--- src/hdl/idma_defines.vh ---
/*
 * constants of the four-channel interrupt-started dma engine: register
 * byte offsets, field positions, reset values and sequencer state lengths.
 * assumes inclusion by the engine's design file and the bench top.
 */
`ifndef IDMA_DEFINES_VH
`define IDMA_DEFINES_VH

// per-channel register block: channel n at n * stride
`define IDMA_CH_STRIDE 8'h10
`define IDMA_OFS_SRC 4'h0
`define IDMA_OFS_DST 4'h4
`define IDMA_OFS_CNT 4'h8
`define IDMA_OFS_MODE 4'hC
// global registers
`define IDMA_OFS_SOFTREQ 8'h40
`define IDMA_OFS_BURST 8'h44
`define IDMA_OFS_STATUS 8'h48
`define IDMA_CH_AREA_END 8'h40

// mode register fields
`define IDMA_MODE_SIZE_LO 0
`define IDMA_MODE_DSTM_LO 2
`define IDMA_MODE_SRCM_LO 4
`define IDMA_MODE_SRC8 6
`define IDMA_MODE_DST8 7
`define IDMA_MODE_VEC_LO 8
`define IDMA_MODE_VEC_HI 13

// transfer size codes
`define IDMA_SIZE_BYTE 2'h0
`define IDMA_SIZE_WORD 2'h1
`define IDMA_SIZE_LONG 2'h2
// address step codes
`define IDMA_STEP_INC 2'h0
`define IDMA_STEP_DEC 2'h1

// start vector range of the 30 interrupt sources, 0 means none
`define IDMA_VEC_FIRST 6'h0A
`define IDMA_VEC_LAST 6'h27
`define IDMA_NUM_SRC 30

// priority level of a dma request
`define IDMA_DMA_LEVEL 3'h6

// reset values
`define IDMA_RST_WORD 32'h00000000
`define IDMA_RST_CNT 16'h0000
`define IDMA_RST_MODE 14'h0000
`define IDMA_RST_BITS 4'h0

// sequencer phase lengths in clock states, minus one
`define IDMA_FETCH_LAST 2'h2
`define IDMA_ACC_LAST 2'h1
`define IDMA_ACC_SLOW_LAST 2'h3

`endif

--- src/hdl/idma_engine.v ---
/*
 * four-channel interrupt-started dma engine with its ahb-lite register
 * slave, a simple single-access memory master and the source handshake.
 * assumes: one clock, the memory answers with no wait within the read
 * states, and the interrupt controller holds pending flags as levels.
 */
// The placing of the registers and the AHB-Lite slave port were chosen for this implementation.
`timescale 1ns/1ns
`default_nettype none
`include "idma_defines.vh"

// Notes on behaviour
// - dma requests serviced at level six
// - no acceptance while cpu halted
// - no acceptance when mask level seven
// - accepting clears the source's pending flag
// - one unit moved, counter minus one
// - zero count: end irq, vector cleared
// - nonzero, no burst: stop without irq
// - cleared vector leaves source as interrupt
// - lowest channel number wins
// - only low 24 address bits drive
// - byte/word/long sizes, inc/dec/hold steps
// - 16-bit counter, zero means 65536
// - thirty sources plus software start
// - fetch, read, dummy, write states
// - slow area adds two states
// - writing one starts, zero ignored
// - finished channel's soft bit cleared
// - soft bit reads one until served
// - burst runs until counter empty
// - soft start during irq transfer merges
module idma_engine (
	// clock and reset
	input wire ref_clk,
	input wire rstn,
	// ahb-lite slave
	input wire hsel,
	input wire [31:0] haddr,
	input wire [1:0] htrans,
	input wire hwrite,
	input wire [2:0] hsize,
	input wire [31:0] hwdata,
	input wire hready,
	output reg [31:0] hrdata,
	output reg hreadyout,
	output reg hresp,
	// cpu and interrupt controller
	input wire [29:0] srcPending,
	input wire [2:0] cpuInterruptMaskLevel,
	input wire cpuHalted,
	output reg [29:0] srcPendingClr,
	output reg [3:0] transferEndIrq,
	// memory master
	output reg [23:0] memAddr,
	output reg memRead,
	output reg memWrite,
	output reg [1:0] memSize,
	output reg [31:0] memWdata,
	input wire [31:0] memRdata,
	output reg dmaBusy
);

	// sequencer states, one-hot
	localparam [4:0] ST_IDLE = 5'h01;
	localparam [4:0] ST_FETCH = 5'h02;
	localparam [4:0] ST_READ = 5'h04;
	localparam [4:0] ST_DUMMY = 5'h08;
	localparam [4:0] ST_WRITE = 5'h10;

	// channel registers
	reg [31:0] srcAddrQ [0:3];
	reg [31:0] dstAddrQ [0:3];
	reg [15:0] countQ [0:3];
	reg [13:0] modeQ [0:3];
	reg [3:0] softRequestQ; // soft_request_register
	reg [3:0] burstSelectQ; // burst_select_register

	// bus slave capture of the address phase
	reg wrPendQ;
	reg [7:0] wrAddrQ;

	// sequencer
	reg [4:0] stateQ;
	reg [1:0] phCntQ;
	reg [1:0] chQ;
	reg [31:0] dataQ;
	reg fromIrqQ;

	// request detection per channel
	reg [3:0] irqHit;
	reg [5:0] vecIdx [0:3];
	reg [3:0] pend;
	reg [1:0] pick;
	reg anyPend;
	integer i;
	integer j; // loop index of the clocked process, kept apart from i

	// decoded fields of the active channel
	wire [13:0] actMode = modeQ[chQ];
	wire [1:0] actSize = actMode[`IDMA_MODE_SIZE_LO +: 2];
	wire [31:0] actSrc = srcAddrQ[chQ];
	wire [31:0] actDst = dstAddrQ[chQ];
	wire [15:0] cntNext = countQ[chQ] - 16'h0001;
	// step width in bytes for the active size
	wire [31:0] stepBytes = (actSize == `IDMA_SIZE_BYTE) ? 32'h00000001 :
		(actSize == `IDMA_SIZE_WORD) ? 32'h00000002 : 32'h00000004;

	// slow read or write phase length
	wire srcSlow = actMode[`IDMA_MODE_SRC8] |
		(actSrc[0] & (actSize != `IDMA_SIZE_BYTE));
	wire dstSlow = actMode[`IDMA_MODE_DST8] |
		(actDst[0] & (actSize != `IDMA_SIZE_BYTE));

	// address phase qualifier of the slave
	wire busTake = hsel & htrans[1] & hready;
	wire [7:0] rdAddr = haddr[7:0];

	// new address after one unit, by step mode
	function [31:0] stepAddr;
		input [31:0] addr;
		input [1:0] mode;
		input [31:0] step;
		begin
			if (mode == `IDMA_STEP_INC) begin
				stepAddr = addr + step;
			end else if (mode == `IDMA_STEP_DEC) begin
				stepAddr = addr - step;
			end else begin
				stepAddr = addr;
			end
		end
	endfunction

	// request scan: a channel asks when its vector names a pending source
	always @* begin
		irqHit = 4'h0;
		for (i = 0; i < 4; i = i + 1) begin
			vecIdx[i] = modeQ[i][`IDMA_MODE_VEC_HI:`IDMA_MODE_VEC_LO]
				- `IDMA_VEC_FIRST;
			if (modeQ[i][`IDMA_MODE_VEC_HI:`IDMA_MODE_VEC_LO] >=
				`IDMA_VEC_FIRST &&
				modeQ[i][`IDMA_MODE_VEC_HI:`IDMA_MODE_VEC_LO] <=
				`IDMA_VEC_LAST) begin
				irqHit[i] = srcPending[vecIdx[i][4:0]];
			end
		end
		pend = irqHit | softRequestQ;
		anyPend = |pend;
		if (pend[0]) begin
			pick = 2'h0;
		end else if (pend[1]) begin
			pick = 2'h1;
		end else if (pend[2]) begin
			pick = 2'h2;
		end else begin
			pick = 2'h3;
		end
	end

	// readback of a register, taken at the address phase
	reg [31:0] rdMux;
	always @* begin
		rdMux = 32'h00000000;
		if (rdAddr < `IDMA_CH_AREA_END) begin
			case (rdAddr[3:0])
				`IDMA_OFS_SRC: rdMux = srcAddrQ[rdAddr[5:4]];
				`IDMA_OFS_DST: rdMux = dstAddrQ[rdAddr[5:4]];
				`IDMA_OFS_CNT: rdMux = {16'h0000, countQ[rdAddr[5:4]]};
				`IDMA_OFS_MODE: rdMux = {18'h00000, modeQ[rdAddr[5:4]]};
				default: rdMux = 32'h00000000;
			endcase
		end else if (rdAddr == `IDMA_OFS_SOFTREQ) begin
			rdMux = {28'h0000000, softRequestQ};
		end else if (rdAddr == `IDMA_OFS_BURST) begin
			rdMux = {28'h0000000, burstSelectQ};
		end else if (rdAddr == `IDMA_OFS_STATUS) begin
			rdMux = {24'h000000, fromIrqQ, chQ, stateQ};
		end
	end

	// slave response: zero wait, always okay, read data registered
	always @(posedge ref_clk or negedge rstn) begin
		if (!rstn) begin
			hrdata <= `IDMA_RST_WORD;
			hreadyout <= 1'b0;
			hresp <= 1'b0;
			wrPendQ <= 1'b0;
			wrAddrQ <= 8'h00;
		end else begin
			hreadyout <= 1'b1;
			hresp <= 1'b0;
			wrPendQ <= busTake & hwrite;
			if (busTake) begin
				wrAddrQ <= rdAddr;
				// unmapped addresses read zero
				hrdata <= hwrite ? `IDMA_RST_WORD : rdMux;
			end
		end
	end

	// software register writes and the sequencer, one process because
	// both update the channel registers; a data-phase write wins except
	// on the soft request bits, where a set always beats a clear
	always @(posedge ref_clk or negedge rstn) begin
		if (!rstn) begin
			for (j = 0; j < 4; j = j + 1) begin
				srcAddrQ[j] <= `IDMA_RST_WORD;
				dstAddrQ[j] <= `IDMA_RST_WORD;
				countQ[j] <= `IDMA_RST_CNT;
				modeQ[j] <= `IDMA_RST_MODE;
			end
			softRequestQ <= `IDMA_RST_BITS;
			burstSelectQ <= `IDMA_RST_BITS;
			stateQ <= ST_IDLE;
			phCntQ <= 2'h0;
			chQ <= 2'h0;
			dataQ <= `IDMA_RST_WORD;
			fromIrqQ <= 1'b0;
			srcPendingClr <= 30'h00000000;
			transferEndIrq <= `IDMA_RST_BITS;
			memAddr <= 24'h000000;
			memRead <= 1'b0;
			memWrite <= 1'b0;
			memSize <= 2'h0;
			memWdata <= `IDMA_RST_WORD;
			dmaBusy <= 1'b0;
		end else begin
			// pulses last one cycle
			srcPendingClr <= 30'h00000000;
			transferEndIrq <= `IDMA_RST_BITS;
			case (stateQ)
				ST_IDLE: begin
					memRead <= 1'b0;
					memWrite <= 1'b0;
					dmaBusy <= 1'b0;
					if (anyPend && !cpuHalted &&
						(`IDMA_DMA_LEVEL >= cpuInterruptMaskLevel)) begin
						chQ <= pick;
						fromIrqQ <= irqHit[pick];
						dmaBusy <= 1'b1;
						stateQ <= ST_FETCH;
						phCntQ <= `IDMA_FETCH_LAST;
						if (irqHit[pick]) begin
							srcPendingClr[vecIdx[pick][4:0]] <= 1'b1;
						end
					end
				end
				ST_FETCH: begin
					// three fetch states, bus left idle
					if (phCntQ == 2'h0) begin
						stateQ <= ST_READ;
						phCntQ <= srcSlow ? `IDMA_ACC_SLOW_LAST :
							`IDMA_ACC_LAST;
						memAddr <= actSrc[23:0];
						memSize <= actSize;
						memRead <= 1'b1;
					end else begin
						phCntQ <= phCntQ - 2'h1;
					end
				end
				ST_READ: begin
					// data is sampled on the last read state
					if (phCntQ == 2'h0) begin
						dataQ <= memRdata;
						memRead <= 1'b0;
						stateQ <= ST_DUMMY;
					end else begin
						phCntQ <= phCntQ - 2'h1;
					end
				end
				ST_DUMMY: begin
					// address stays as in the read; one idle state
					stateQ <= ST_WRITE;
					phCntQ <= dstSlow ? `IDMA_ACC_SLOW_LAST : `IDMA_ACC_LAST;
					memAddr <= actDst[23:0];
					memWdata <= dataQ;
					memWrite <= 1'b1;
				end
				ST_WRITE: begin
					if (phCntQ == 2'h0) begin
						memWrite <= 1'b0;
						// one unit done, count minus one
						srcAddrQ[chQ] <= stepAddr(actSrc,
							actMode[`IDMA_MODE_SRCM_LO +: 2], stepBytes);
						dstAddrQ[chQ] <= stepAddr(actDst,
							actMode[`IDMA_MODE_DSTM_LO +: 2], stepBytes);
						countQ[chQ] <= cntNext;
						// a soft start during irq work merges
						softRequestQ[chQ] <= 1'b0;
						if (cntNext == 16'h0000) begin
							transferEndIrq[chQ] <= 1'b1;
							modeQ[chQ][`IDMA_MODE_VEC_HI:
								`IDMA_MODE_VEC_LO] <= 6'h00;
							stateQ <= ST_IDLE;
						end else if (burstSelectQ[chQ]) begin
							stateQ <= ST_FETCH;
							phCntQ <= `IDMA_FETCH_LAST;
						end else begin
							stateQ <= ST_IDLE;
						end
					end else begin
						phCntQ <= phCntQ - 2'h1;
					end
				end
				default: begin
					stateQ <= ST_IDLE;
				end
			endcase
			// data phase of a bus write
			if (wrPendQ) begin
				if (wrAddrQ < `IDMA_CH_AREA_END) begin
					case (wrAddrQ[3:0])
						`IDMA_OFS_SRC: srcAddrQ[wrAddrQ[5:4]] <= hwdata;
						`IDMA_OFS_DST: dstAddrQ[wrAddrQ[5:4]] <= hwdata;
						`IDMA_OFS_CNT: countQ[wrAddrQ[5:4]] <= hwdata[15:0];
						`IDMA_OFS_MODE: modeQ[wrAddrQ[5:4]] <= hwdata[13:0];
						default: begin
						end
					endcase
				end else if (wrAddrQ == `IDMA_OFS_SOFTREQ) begin
					// ones start, zeros ignored; set beats clear
					for (j = 0; j < 4; j = j + 1) begin
						if (hwdata[j]) begin
							softRequestQ[j] <= 1'b1;
						end
					end
				end else if (wrAddrQ == `IDMA_OFS_BURST) begin
					burstSelectQ <= hwdata[3:0];
				end
			end
		end
	end

endmodule
`default_nettype wire

--- config.mk ---
export PLATFORM = sky130hd
export DESIGN_NAME = idma_engine
export DESIGN_NICKNAME = d
export VERILOG_FILES = /design/src/hdl/idma_engine.v
export VERILOG_INCLUDE_DIRS = /design/src /design/src/hdl
export SDC_FILE = /design/constraint.sdc
export NUM_CORES = 2
export LEC_CHECK = 0
export BUFFER_PORTS_ARGS = -buffer_cell sky130_fd_sc_hd__buf_2
export CAP_MARGIN = 15
export CORE_AREA = 3 3 239 241
export DETAILED_ROUTE_END_ITERATION = 16
export DIE_AREA = 0 0 242 244
export PLACE_DENSITY = 0.78
export SYNTH_ARGS = -nofsm -noshare
export SYNTH_HDL_FRONTEND = slang
export SYNTH_SLANG_ARGS = --single-unit
--- constraint.sdc ---
create_clock -name ref_clk -period 6.2 [get_ports ref_clk]
set_input_delay 0.93 -clock ref_clk [delete_from_list [all_inputs] [get_ports ref_clk]]
set_output_delay 0.93 -clock ref_clk [all_outputs]
set_load 0.02 [all_outputs]
==> metrics.yaml <==
r2r_cells: 12
area_growth_pct: 11.0
outcome: "finished clean"
synth_edf_count: 0
layout_common_cells: "nand2_1, dfrtp_1, nor2_1, o21ai_0, buf_2"
p_sw_uw: 4090
ir_drop_v: 0.000279
async_flop_share: 1.00
ctsResizeCount: 0
worstPathMaxFanout: 22
maxSlewViolCount: 0
final.period_utilization: 0.821
p_leak_uw: 0.0152
clock.fmax_mhz: 196
pwr-share-seq: 0.390
syn-cell-area_mm2: 0.0335
placed_area_mm2: 0.0351
p_comb_frac: 0.290
grt_max_degree: 156
route.detailed.drc: 0
clkPwrFrac: 0.320
switching_share: 0.348
timing.setup.tns_ns: 0
min_period_ns: 5.09
cp-startpoint: "chQ[0]"
rsz0062_at_grt: "no"
grt_pass1_vias: 29038
htreeDepth: 2
cp.arrival_ns: 5.61
power_density_mw_per_mm2: 316
path_clk_slew_ns: 0.06
clock_latency_ns: 0.65
hold_viol: 0
track_usage: 0.371
tightestPinTransition_ns: 1.20
num_rows: 86
antenna_found_initial: 0
crit_type: "reg2reg"
ys_seq_area_frac: 0.421
maxSlewHeadroom: 0.200
die_height_um: 244
r2r_start: "chQ[0]"
cts.sinks: 563
postCtsSetupBuffers: 0
utilization: 0.675
finClkSkew_ns: 0.0361
drive_gt1_frac: 0.203
grt.overflow.total: 0
syn_inst: 3484
drt-total-wl_mm: 110
drt_first_pass_iters: 8
cts_buffer_depth: 3
yosysUniqueCellTypes: 77
cts_tree: "yes"
coreArea_mm2: 0.0551
numCtsBuffers: 61
detail-route-antenna-nets: 0
dieArea_mm2: 0.0590
syn_nets: 3654
critPathLaunchType: "flip-flop"
cts_root_buffer: "clkbuf_16"
initial_core_util: 0.608
ys_ff_latch: 563
fin_area_mm2: 0.0372
ioPinCount: 269
p_int_uw: 7660
hold_class: "in2async"
initialDrtViolationCount: 3957
drv_cap: 0
mostFrequentLayoutCell: "nand2_1"
finalSetupViolCount: 0
wl_per_cell_um: 25.1
synth_area_per_cell_um2: 9.61
cp_data_required_time_ns: 6.72
hpwl_mm: 70.6
ys_warn_count: 0
numPortBuffers: 239
hold_buffers: 0
synth_ff_type: "dfrtp_1"
finalNetCount: 3727
grt_pass1_wl_mm: 170
vias: 29378
die_w_um: 242
end_kind: "flip-flop"
gp_congestion: 0.973
drt-vias-per-instance: 6.74
-- sequential cells by signal, summed over array words and instances (netlist names), 2 cells and up --
| name | count |
|---|---|
| dstAddrQ | 128 |
| srcAddrQ | 128 |
| countQ | 64 |
| modeQ | 56 |
| dataQ | 32 |
| hrdata | 32 |
| memWdata | 32 |
| srcPendingClr | 30 |
| memAddr | 24 |
| wrAddrQ | 8 |
| stateQ | 5 |
| burstSelectQ | 4 |
| softRequestQ | 4 |
| transferEndIrq | 4 |
| chQ | 2 |
| memSize | 2 |
| phCntQ | 2 |
-- power by group through the flow --
stage	Clock (µW)	Combinational (µW)	Sequential [µW]
2_1_floorplan	0	2310	4600
3_3_place_gp	0	3270	4600
3_5_place_dp	0	3330	4630
4_1_cts	3780	3350	4570
5_1_grt	3930	3660	4640
6_report	3760	3400	4580
-- synth_stat cells, drive strengths merged (12+ instances only) --
| cell | n | area [µm²] |
|---|---|---|
| nand2 | 616 | 2310 |
| dfrtp | 562 | 14100 |
| nor2 | 371 | 1390 |
| o21ai | 318 | 1590 |
| a21oi | 210 | 1050 |
| mux4 | 210 | 4730 |
| clkbuf | 208 | 781 |
| mux2i | 135 | 1350 |
| a31oi | 105 | 657 |
| buf | 79 | 377 |
| mux2 | 74 | 833 |
| nand3 | 60 | 300 |
| inv | 44 | 165 |
| xnor2 | 42 | 368 |
| xor2 | 41 | 359 |
| nor3 | 34 | 175 |
| o31ai | 28 | 210 |
| ha | 26 | 325 |
| and3 | 25 | 156 |
| or3 | 24 | 150 |
| a22oi | 22 | 165 |
| nor4 | 21 | 161 |
| nand2b | 17 | 106 |
| o211ai | 17 | 128 |
| a21o | 16 | 120 |
| nor2b | 16 | 100 |
| o21a | 15 | 113 |
| and2 | 14 | 87.6 |
| nand4 | 13 | 81.3 |
| a22o | 12 | 105 |
-- critical path, cell delays in order (launching register included) --
cell and delay (ns):
dfrtp_4 0.75, buf_4 0.35, mux4_2 0.64, inv_1 0.09
ha_1 0.23, inv_1 0.09, or4_1 0.65, nor3_1 0.23
xnor2_1 0.31, and3b_1 0.25, nand3_1 0.64, nor2_1 0.56
o31ai_1 0.12
-- path summary, 6_finish.rpt --
check                                    endpoint  slack, ns
worst max-delay path                    modeQ[24]       1.11
worst min-delay path            srcPendingClr[23]       0.25
worst max register to register          modeQ[24]       1.11
worst min register to register          dataQ[15]       0.47
max in group asynchronous            srcAddrQ[22]       4.61
min in group ref_clk                    dataQ[15]       0.47
-- cell families (layout without fill, tap and decap cells) --
logic type | Yosys count | count (layout) | share of synthesized area
compound gates | 795 | 795 | 0.137
other cells | 2 | 4 | 0.000224
xor+xnor | 83 | 83 | 0.0217
fa+ha+maj | 30 | 30 | 0.0121
buf+inv | 332 | 455 | 0.0396
flops | 563 | 563 | 0.421
simple gates | 1260 | 1260 | 0.162
mux | 419 | 419 | 0.206
-- final cells by class --
| cell class | count | area, µm² |
|---|---|---|
| diodes | 2 | 5.00 |
| clock buffers | 89 | 1840 |
| clock inverters | 24 | 234 |
| fillers | 4294 | 17900 |
| inverters | 45 | 169 |
| multi-input cells | 2589 | 18200 |
| flip-flops and latches | 563 | 14100 |
| well taps | 748 | 936 |
| repair buffers | 297 | 1720 |
-- metrics by stage --
stage | setup WS (ns) | total power [µW] | hold WS [ns] | std cells
after floorplan | 0.843 | 6910 | 0.442 | 3484
after CTS | 1.23 | 11700 | 0.251 | 4354
final | 1.11 | 11800 | 0.249 | 4357
after global routing | 0.842 | 12200 | 0.275 | 4355
after detailed placement | 1.22 | 7960 | 0.459 | 4241
after global placement | 1.38 | 7870 | 0.455 | 4241
-- per-layer routing --
layer,vias to the layer above,global-route usage,part of all wire
met5,-,0,0
met4,0,0.194,0.058
met3,443,0.101,0.13
met2,2097,0.559,0.44
met1,14217,0.495,0.37
li1,12621,-,-
(Power assumes the default switching activity.)
